`src/design/dgm_map.vh`:
```
/*
 Constants for the deserializer GPIO routing block: register offsets,
 field positions, reset values, source and function codes, timing counts.
 Assumes a 250 MHz core clock and a 32-bit classic Wishbone register bus.
*/
// Contract
// - Status source: 001 OR lock, 010 AND lock
// - Status source can drive AND of lock
// - Status function 100 drives frame sync
// - Status 101 interrupt high, 110 low, 111 reserved
// - Transmit source: 000 AND pass, 001 OR pass
// - Transmit 010 frame valid, 011 line valid
// - Transmit 100 shows ports 0 and 1 synchronised
// - Transmit 101 interrupt high; other codes reserved
// - Seven pins, each able to output forward data
// - Four forward GPIO values per receive port
// - Any forward value routes to any pin
// - Parallel video serializer gives no forward GPIO
// - Forward update every 1, 2 or 5 frames
// - Any pin can output frame sync or controls
// - All pins start as inputs
// - Four back slots per port, any pin each; code gives slot k the pin at the bc_high base plus k
// - One pin may feed several back slots
// - Back frame is 30 bits long
// - Back slots sampled once per back frame
// - Frame sync selectable as any back slot
// - Back mapping through registers 0x6e and 0x6f
// - Sources 000/001 give port GPIO and status
// - Function 000 register option drives fixed level
`ifndef DGM_MAP_VH
`define DGM_MAP_VH

// Register byte addresses (word index times four)
`define DGM_IDX_BC_LOW 8'h6e
`define DGM_IDX_BC_HIGH 8'h6f
`define DGM_ADR_BC_LOW 10'h1b8
`define DGM_ADR_BC_HIGH 10'h1bc
`define DGM_ADR_PIN0 10'h000
`define DGM_ADR_PIN_LAST 10'h018
`define DGM_ADR_PORT_CFG 10'h020
`define DGM_ADR_STATUS 10'h024
`define DGM_ADR_PORT_SEL 10'h028

// Pin control register fields
`define DGM_PIN_EN_BIT 0
`define DGM_PIN_VAL_BIT 1
`define DGM_PIN_FN_LSB 2
`define DGM_PIN_SRC_LSB 5
`define DGM_PIN_RESET 8'h00

// Port configuration fields per port byte
`define DGM_CFG_CNT_LSB 0
`define DGM_CFG_PARALLEL_BIT 3
`define DGM_CFG_RX_EN_BIT 4
`define DGM_CFG_RESET 16'h1010

// Back-channel slot select codes (4 bits per slot)
`define DGM_BC_SEL_FSYNC 4'h7
`define DGM_BC_SEL_ZERO 4'hf
`define DGM_BC_RESET 8'hff

// Output source codes
`define DGM_SRC_PORT0 3'h0
`define DGM_SRC_PORT1 3'h1
`define DGM_SRC_REG 3'h3
`define DGM_SRC_STATUS 3'h4
`define DGM_SRC_CSI 3'h5

// Function codes
`define DGM_FN_0 3'h0
`define DGM_FN_1 3'h1
`define DGM_FN_2 3'h2
`define DGM_FN_3 3'h3
`define DGM_FN_4 3'h4
`define DGM_FN_5 3'h5
`define DGM_FN_6 3'h6
`define DGM_FN_7 3'h7

// Back frame timing
`define DGM_BC_FRAME_BITS 30
`define DGM_BC_BIT_NS 20
`define DGM_CLK_NS 4
`define DGM_BC_FRAME_CYCLES (`DGM_BC_FRAME_BITS * `DGM_BC_BIT_NS / `DGM_CLK_NS)

// Forward frame spacing by linked count
`define DGM_FWD_SPAN_1 3'd1
`define DGM_FWD_SPAN_2 3'd2
`define DGM_FWD_SPAN_4 3'd5

`endif

```
`src/design/dgm_gpio_route.v`:
```
/*
 GPIO routing for a dual-port deserializer hub: seven pins with output
 source and function selects, forward GPIO routing, device and transmit
 status outputs, and back-channel slot sampling once per back frame.
 Assumes classic Wishbone from a single 250 MHz clock, synchronous reset.
*/
`include "dgm_map.vh"
`timescale 1ns/1ps
module dgm_gpio_route (
  // Clock and reset
  input wire i_clock,
  input wire i_rst_n,
  // Wishbone slave
  input wire i_wb_cyc,
  input wire i_wb_stb,
  input wire i_wb_we,
  input wire [9:0] i_wb_adr,
  input wire [3:0] i_wb_sel,
  input wire [31:0] i_wb_dat,
  output reg [31:0] o_wb_dat,
  output reg o_wb_ack,
  // Pins
  input wire [6:0] i_pin,
  output reg [6:0] o_pin,
  output reg [6:0] o_pin_oe,
  // Receive port status
  input wire [1:0] i_rx_lock,
  input wire [1:0] i_rx_pass,
  input wire [1:0] i_rx_frame_valid,
  input wire [1:0] i_rx_line_valid,
  input wire [1:0] i_fwd_frame_strobe,
  input wire [7:0] i_fwd_remote_gpio,
  // Device signals
  input wire i_frame_sync_internal,
  input wire i_frame_sync_external,
  input wire i_device_irq,
  input wire i_csi_irq,
  input wire i_csi_frame_valid,
  input wire i_csi_line_valid,
  input wire i_rx_ports_synced,
  // Back channel
  output reg [7:0] o_back_gpio,
  output reg o_back_frame
);

  reg [7:0] pin_ctl [0:6];
  reg [15:0] port_cfg;
  reg fsync_use_external;
  reg [7:0] bc_low;
  reg [7:0] bc_high;
  reg [7:0] bc_count;
  reg [1:0] pass_select;
  wire [3:0] fwd_gpio [0:1];
  wire frame_sync;
  wire [1:0] rx_en;
  wire wb_req;
  wire [9:0] wb_pin_idx;
  reg [31:0] next_wb_dat;
  integer k;

  ////////////////////////////////////////////////////////////////////////////
  // Per-port signal by function code: remote GPIO, lock, pass, FV, LV
  function port_fn;
    input [2:0] fn;
    input [3:0] gp;
    input lock;
    input pass;
    input fv;
    input lv;
    begin
      case (fn)
        `DGM_FN_4: port_fn = lock;
        `DGM_FN_5: port_fn = pass;
        `DGM_FN_6: port_fn = fv;
        `DGM_FN_7: port_fn = lv;
        default: port_fn = gp[fn[1:0]];
      endcase
    end
  endfunction

  // Back-channel slot value from a 4-bit select
  function slot_value;
    input [3:0] sel;
    input [6:0] pins;
    input fs;
    begin
      if (sel == `DGM_BC_SEL_FSYNC)
        slot_value = fs;
      else if (sel < 4'h7)
        slot_value = pins[sel[2:0]];
      else
        slot_value = 1'b0;
    end
  endfunction

  ////////////////////////////////////////////////////////////////////////////
  // Forward channel holders, one per receive port
  genvar p;
  generate
    for (p = 0; p < 2; p = p + 1) begin : g_fwd
      dgm_fwd_port u_fwd (
        .i_clock(i_clock),
        .i_rst_n(i_rst_n),
        .i_linked_count(port_cfg[8*p + `DGM_CFG_CNT_LSB +: 3]),
        .i_parallel_partner(port_cfg[8*p + `DGM_CFG_PARALLEL_BIT]),
        .i_frame_strobe(i_fwd_frame_strobe[p]),
        .i_remote_gpio(i_fwd_remote_gpio[4*p +: 4]),
        .o_gpio(fwd_gpio[p])
      );
    end
  endgenerate

  assign rx_en = {port_cfg[8 + `DGM_CFG_RX_EN_BIT], port_cfg[`DGM_CFG_RX_EN_BIT]};
  assign frame_sync = fsync_use_external ? i_frame_sync_external : i_frame_sync_internal;

  ////////////////////////////////////////////////////////////////////////////
  // Pin output multiplexer
  generate
    for (p = 0; p < 7; p = p + 1) begin : g_pin
      wire [2:0] src;
      wire [2:0] fn;
      wire [1:0] lock_en;
      wire [1:0] pass_sel;
      assign src = pin_ctl[p][`DGM_PIN_SRC_LSB +: 3];
      assign fn = pin_ctl[p][`DGM_PIN_FN_LSB +: 3];
      assign lock_en = i_rx_lock | ~rx_en;
      assign pass_sel = i_rx_pass | ~pass_select;
      always @(posedge i_clock) begin
        if (!i_rst_n) begin
          o_pin[p] <= 1'b0;
          o_pin_oe[p] <= 1'b0;
        end else begin
          o_pin[p] <= 1'b0;
          o_pin_oe[p] <= pin_ctl[p][`DGM_PIN_EN_BIT];
          case (src)
            `DGM_SRC_PORT0: o_pin[p] <= port_fn(fn, fwd_gpio[0], i_rx_lock[0],
              i_rx_pass[0], i_rx_frame_valid[0], i_rx_line_valid[0]);
            `DGM_SRC_PORT1: o_pin[p] <= port_fn(fn, fwd_gpio[1], i_rx_lock[1],
              i_rx_pass[1], i_rx_frame_valid[1], i_rx_line_valid[1]);
            `DGM_SRC_REG: begin
              if (fn == `DGM_FN_0)
                o_pin[p] <= pin_ctl[p][`DGM_PIN_VAL_BIT];
              else
                o_pin_oe[p] <= 1'b0;
            end
            `DGM_SRC_STATUS: begin
              case (fn)
                `DGM_FN_1: o_pin[p] <= |(i_rx_lock & rx_en);
                `DGM_FN_2: o_pin[p] <= (&lock_en) & (|rx_en);
                `DGM_FN_3: o_pin[p] <= &(i_rx_pass | ~rx_en);
                `DGM_FN_4: o_pin[p] <= frame_sync;
                `DGM_FN_5: o_pin[p] <= i_device_irq;
                `DGM_FN_6: o_pin[p] <= ~i_device_irq;
                default: o_pin_oe[p] <= 1'b0;
              endcase
            end
            `DGM_SRC_CSI: begin
              case (fn)
                `DGM_FN_0: o_pin[p] <= &pass_sel;
                `DGM_FN_1: o_pin[p] <= |(i_rx_pass & pass_select);
                `DGM_FN_2: o_pin[p] <= i_csi_frame_valid;
                `DGM_FN_3: o_pin[p] <= i_csi_line_valid;
                `DGM_FN_4: o_pin[p] <= i_rx_ports_synced;
                `DGM_FN_5: o_pin[p] <= i_csi_irq;
                default: o_pin_oe[p] <= 1'b0;
              endcase
            end
            default: o_pin_oe[p] <= 1'b0;
          endcase
        end
      end
    end
  endgenerate

  ////////////////////////////////////////////////////////////////////////////
  // Back-channel frame timer and slot sampling
  // A pin index past the last pin must read zero, not alias the frame sync code
  always @(posedge i_clock) begin
    if (!i_rst_n) begin
      bc_count <= 8'd0;
      o_back_gpio <= 8'h00;
      o_back_frame <= 1'b0;
    end else begin
      o_back_frame <= 1'b0;
      if (bc_count == `DGM_BC_FRAME_CYCLES - 1) begin
        bc_count <= 8'd0;
        o_back_frame <= 1'b1;
        for (k = 0; k < 4; k = k + 1) begin
          o_back_gpio[k] <= slot_value(bc_low[k] ? `DGM_BC_SEL_FSYNC :
            (({1'b0, bc_high[2:0]} + k[3:0]) >= 4'h7) ? `DGM_BC_SEL_ZERO :
            ({1'b0, bc_high[2:0]} + k[3:0]), i_pin, frame_sync);
        end
        for (k = 0; k < 4; k = k + 1) begin
          o_back_gpio[4 + k] <= slot_value(bc_low[4 + k] ? `DGM_BC_SEL_FSYNC :
            (({1'b0, bc_high[6:4]} + k[3:0]) >= 4'h7) ? `DGM_BC_SEL_ZERO :
            ({1'b0, bc_high[6:4]} + k[3:0]), i_pin, frame_sync);
        end
      end else begin
        bc_count <= bc_count + 8'd1;
      end
    end
  end

  ////////////////////////////////////////////////////////////////////////////
  // Wishbone register access
  assign wb_req = i_wb_cyc & i_wb_stb & ~o_wb_ack;
  assign wb_pin_idx = i_wb_adr >> 2;

  always @* begin
    next_wb_dat = 32'h0000_0000;
    if (i_wb_adr <= `DGM_ADR_PIN_LAST && i_wb_adr[1:0] == 2'b00)
      next_wb_dat = {24'h000000, pin_ctl[wb_pin_idx[2:0]]};
    else if (i_wb_adr == `DGM_ADR_PORT_CFG)
      next_wb_dat = {15'h0000, fsync_use_external, port_cfg};
    else if (i_wb_adr == `DGM_ADR_STATUS)
      next_wb_dat = {9'h000, o_pin_oe, 1'b0, o_pin, 1'b0, i_pin};
    else if (i_wb_adr == `DGM_ADR_PORT_SEL)
      next_wb_dat = {30'h00000000, pass_select};
    else if (i_wb_adr == `DGM_ADR_BC_LOW)
      next_wb_dat = {24'h000000, bc_low};
    else if (i_wb_adr == `DGM_ADR_BC_HIGH)
      next_wb_dat = {24'h000000, bc_high};
  end

  // Writes on the acknowledging cycle; unmapped reads return zero
  always @(posedge i_clock) begin
    if (!i_rst_n) begin
      o_wb_ack <= 1'b0;
      o_wb_dat <= 32'h0000_0000;
      port_cfg <= `DGM_CFG_RESET;
      fsync_use_external <= 1'b0;
      pass_select <= 2'h3;
      bc_low <= 8'h00;
      bc_high <= `DGM_BC_RESET;
      for (k = 0; k < 7; k = k + 1)
        pin_ctl[k] <= `DGM_PIN_RESET;
    end else begin
      o_wb_ack <= wb_req;
      if (wb_req)
        o_wb_dat <= next_wb_dat;
      if (wb_req && i_wb_we && i_wb_sel[0]) begin
        if (i_wb_adr <= `DGM_ADR_PIN_LAST && i_wb_adr[1:0] == 2'b00)
          pin_ctl[wb_pin_idx[2:0]] <= i_wb_dat[7:0];
        else if (i_wb_adr == `DGM_ADR_PORT_CFG)
          port_cfg[7:0] <= i_wb_dat[7:0];
        else if (i_wb_adr == `DGM_ADR_PORT_SEL)
          pass_select <= i_wb_dat[1:0];
        else if (i_wb_adr == `DGM_ADR_BC_LOW)
          bc_low <= i_wb_dat[7:0];
        else if (i_wb_adr == `DGM_ADR_BC_HIGH)
          bc_high <= i_wb_dat[7:0];
      end
      if (wb_req && i_wb_we && i_wb_sel[1] && i_wb_adr == `DGM_ADR_PORT_CFG)
        port_cfg[15:8] <= i_wb_dat[15:8];
      if (wb_req && i_wb_we && i_wb_sel[2] && i_wb_adr == `DGM_ADR_PORT_CFG)
        fsync_use_external <= i_wb_dat[16];
    end
  end

endmodule

```
`src/design/dgm_fwd_port.v`:
```
/*
 Forward-channel GPIO holder for one receive port: latches remote GPIO
 values from the forward frames at the spacing set by the linked count.
 Assumes frame strobes and remote values are synchronous to i_clock.
*/
`include "dgm_map.vh"
`timescale 1ns/1ps
module dgm_fwd_port (
  // Clock and reset
  input wire i_clock,
  input wire i_rst_n,
  // Configuration
  input wire [2:0] i_linked_count,
  input wire i_parallel_partner,
  // Forward link
  input wire i_frame_strobe,
  input wire [3:0] i_remote_gpio,
  // Held values
  output reg [3:0] o_gpio
);

  reg [2:0] frame_count;
  wire [2:0] span;
  wire [3:0] link_mask;

  ////////////////////////////////////////////////////////////////////////////
  // Spacing of updates and lanes in use
  assign span = (i_linked_count <= 3'd1) ? `DGM_FWD_SPAN_1 :
                (i_linked_count == 3'd2) ? `DGM_FWD_SPAN_2 : `DGM_FWD_SPAN_4;
  assign link_mask = (i_linked_count >= 3'd4) ? 4'hf :
                     ((4'h1 << i_linked_count[1:0]) - 4'h1);

  ////////////////////////////////////////////////////////////////////////////
  // Count forward frames and latch on the last of each span
  always @(posedge i_clock) begin
    if (!i_rst_n) begin
      frame_count <= 3'd0;
      o_gpio <= 4'h0;
    end else if (i_parallel_partner || i_linked_count == 3'd0) begin
      frame_count <= 3'd0;
      o_gpio <= 4'h0;
    end else if (i_frame_strobe) begin
      if (frame_count + 3'd1 >= span) begin
        frame_count <= 3'd0;
        o_gpio <= i_remote_gpio & link_mask;
      end else begin
        frame_count <= frame_count + 3'd1;
      end
    end
  end

endmodule

```
`config.mk`:
```
export PLATFORM = sky130hd
export DESIGN_NAME = dgm_gpio_route
export DESIGN_NICKNAME = d
export VERILOG_FILES = /design/src/design/dgm_gpio_route.v /design/src/design/dgm_fwd_port.v
export VERILOG_INCLUDE_DIRS = /design/src /design/src/design
export SDC_FILE = /design/constraint.sdc
export NUM_CORES = 1
export LEC_CHECK = 0
export BUFFER_PORTS_ARGS = -buffer_cell sky130_fd_sc_hd__buf_2
export CORE_AREA = 3 3 140 142
export DETAILED_ROUTE_END_ITERATION = 16
export DIE_AREA = 0 0 143 145
export PLACE_DENSITY = 0.78
export SYNTH_ARGS = -nofsm -noshare
export SYNTH_HDL_FRONTEND = slang
export SYNTH_SLANG_ARGS = --single-unit
export TNS_END_PERCENT = 10
```
`constraint.sdc`:
```
create_clock -name i_clock -period 2.9 [get_ports i_clock]
set_clock_uncertainty 0.05 [all_clocks]
set_input_delay 0.145 -clock i_clock [delete_from_list [all_inputs] [get_ports i_clock]]
set_output_delay 0.145 -clock i_clock [all_outputs]
set_load 0.005 [all_outputs]
```
==> qor.yml <==
run_status:
  outcome: "completed"
synthesis:
  yosysWarnings: 0
  ys.flop_type: "dfxtp_1"
  synth.avg_cell_area_sq_um: 9.214
  ys_seq_elements: 168
  synth_edf_count: 56
  async_flop_share_pct: 0
  yosysSeqAreaShare_pct: 36.12
  netlist_area_sq_um: 10860
  synthDistinctLibCells: 78
  syn_inst: 1179
floorplanning:
  die_w_um: 143
  die_h_um: 145
  ios: 139
  initial_core_util_pct: 58.46
  die-area_sq_um: 20740
  core_area_sq_um: 18580
  rows: 50
setup_path:
  start_kind: "flop"
  cp.required_ns: 3.14
  worstPathArrival_ns: 2.98
  worstSetupPathType: "reg -> reg"
  end_kind: "flop"
  worst-path-max-fanout: 8
placed_design:
  place_hpwl_um: 23950
  dp_slack_ns: 0.2974
  io_buffers: 113
  gp_congestion: 0.9769
power_and_ir_drop:
  power.leakage_uw: 0.004907
  power_density_nw_per_um2: 434.3
  seqPwrFrac_pct: 47.4
  p_int_uw: 3953
  p_clk_share_pct: 41.8
  ir_drop_v: 0.0004770
  power_uw: 5419
  p_switching_uw: 1466
  power_frac_comb_pct: 10.9
  p_sw_share_pct: 27.06
timing:
  finalMaxSlewViolations: 0
  rsz0062_at_grt: "no"
  timing.final.crit_share_pct: 94.46
  slew_headroom_pct: 24.08
  hold_violations: 0
  fin_ws_ns: 0.1606
  final.min_clock_period_ns: 2.739
  fmax_mhz: 365.0
  setup_viol: 0
  final.setup.tns_ns: 0
  tightest_slew_ns: 1.136
  hold_ws_ns: 0.01240
detailed_routing:
  drtAntennaViolNets: 0
  drt-wirelength-per-cell_um: 21.48
  drt-initial-drc-count: 1409
  vias_per_cell: 6.599
  first_pass_iters: 5
  postRouteWirelength_um: 33130
  vias: 10175
  drc: 0
cts:
  clkLatencyLatePin_ns: 0.43
  numCtsBuffers: 17
  numClockSinks: 168
  clockBufferDepth: 2
  cts_tree: "yes"
  cts_max_level: 4
  clk_pin_slew_ns: 0.07
  clockRootBuffer: "clkbuf_16"
  cts.repair.resized: 0
global_routing:
  grt_antenna_before_repair: 0
  gr-total-overflow: 0
  grt_use_total_pct: 31.76
  grt_pass1_vias: 9735
  grt_max_degree: 44
  grt_pass1_wl_um: 52150
finish:
  drive_gt1_share_pct: 20.03
  fin_nets: 1407
  syn_to_final_growth_pct: 14.86
  mostFrequentLayoutCells: "117 x nand2_1, 113 x buf_2, 112 x dfxtp_1"
  antenna-diode-count: 0
  fillCellCount: 1491
  layout.cells.most_common: "nand2_1"
min_path:
  hold_path.class: "in -> reg"
run:
  cap_viol_max_count: 0
==> per-stage QoR <==
stage	util [%]	cells	area [sq um]
floorplan	-	1195	10920
global placement	62.94	1491	11690
detailed placement	62.94	1491	11690
CTS	67.15	1542	12480
global route	67.15	1542	12480
finish	67.15	1542	12480
==> flip-flops by register name, indices dropped and copies added (netlist names), 8 cells and up <==
| name | flops |
|---|---|
| g_fwd.u_fwd.o_gpio | 8 |
| bc_low | 8 |
| port_cfg | 16 |
| o_wb_dat | 23 |
| bc_count | 8 |
| o_back_gpio | 8 |
| pin_ctl | 64 |
| bc_high | 8 |
==> critical path, stage by stage (launching register included) <==
cell and delay [ns]:
dfxtp_1 0.42, or3b_2 0.50, ha_1 0.30, nand2b_1 0.14, a21o_1 0.17, a21o_1 0.26, nand4_1 0.13, dlygate4sd3_1 0.57
a21oi_1 0.07
==> layout make-up <==
| class | count | area [sq um] | area share [%] |
|---|---|---|---|
| inverter | 42 | 157.7 | 1.264 |
| multi-input combinational | 890 | 6424 | 51.48 |
| sequential | 168 | 3924 | 31.45 |
| clock inverter | 14 | 157.7 | 1.264 |
| timing repair buffer | 177 | 1096 | 8.785 |
| clock buffer | 17 | 425.4 | 3.410 |
| tap | 234 | 292.8 | 2.347 |
==> routing by layer <==
metal	GRT usage [%]	vias to the layer above	wire length (um)
met4	13.74	0	1475
li1	-	4626	-
met1	43.46	4759	12950
met5	0	-	0
met3	6.955	109	3658
met2	48.54	681	15040
==> power groups by stage <==
stage	sequential [uW]	clock (uW)	combinational [uW]
2_1_floorplan	2570	0	366
3_3_place_gp	2610	0	539
3_5_place_dp	2620	0	549
4_1_cts	2560	2280	573
5_1_grt	2570	2380	632
6_report	2570	2260	589
==> path summary, 6_finish.rpt <==
| path | start | end | slack [ns] | cells after the start |
|---|---|---|---|---|
| max | port_cfg[9] | g_fwd[1].u_fwd.o_gpio[3] | 0.16 | 8 |
| min | i_fwd_frame_strobe[0] | g_fwd[0].u_fwd.o_gpio[3] | 0.01 | 3 |
| max reg2reg | port_cfg[9] | g_fwd[1].u_fwd.o_gpio[3] | 0.16 | 8 |
| min reg2reg | o_back_gpio[4] | o_back_gpio[4] | 0.39 | 2 |
==> logic make-up (layout without fill, tap and decap cells) <==
| kind of cell | count (synthesis) | in the layout | synth area share (%) |
|---|---|---|---|
| xor gates and xnor gates | 10 | 10 | 0.8063 |
| muxes | 110 | 110 | 16.23 |
| adders and majority gates | 28 | 28 | 3.225 |
| other | 1 | 17 | 0.03452 |
| buffers and inverters | 137 | 250 | 5.298 |
| DFF | 168 | 168 | 36.12 |
| and+or+nand+nor | 453 | 453 | 21.55 |
| AOI/OAI and AO/OA | 272 | 272 | 16.74 |
==> Yosys cell counts, types with 13 or more instances <==
master	count	area share, %
nand3_1	51	2.3
o211ai_1	24	1.7
mux4_2	52	11
a221oi_1	19	1.5
ha_1	28	3.2
inv_1	42	1.5
mux2i_1	49	4.5
a31oi_1	23	1.3
nand2b_1	22	1.3
nand2_1	117	4.0
nor2b_1	31	1.8
nor3_1	30	1.4
edfxtp_1	56	15
nor3b_1	13	0.90
nor2_1	89	3.1
dfxtp_1	112	21
clkbuf_1	70	2.4
a21boi_0	16	1.1
o21ai_0	58	2.7
and2_1	31	1.8
a21oi_1	55	2.5
==> repair_timing <==
action                                 in CTS  in global routing
setup buffers                               0                  0
endpoints found under the hold margin      17                  0
hold buffers                               20                  0
(Power assumes the default switching activity.)
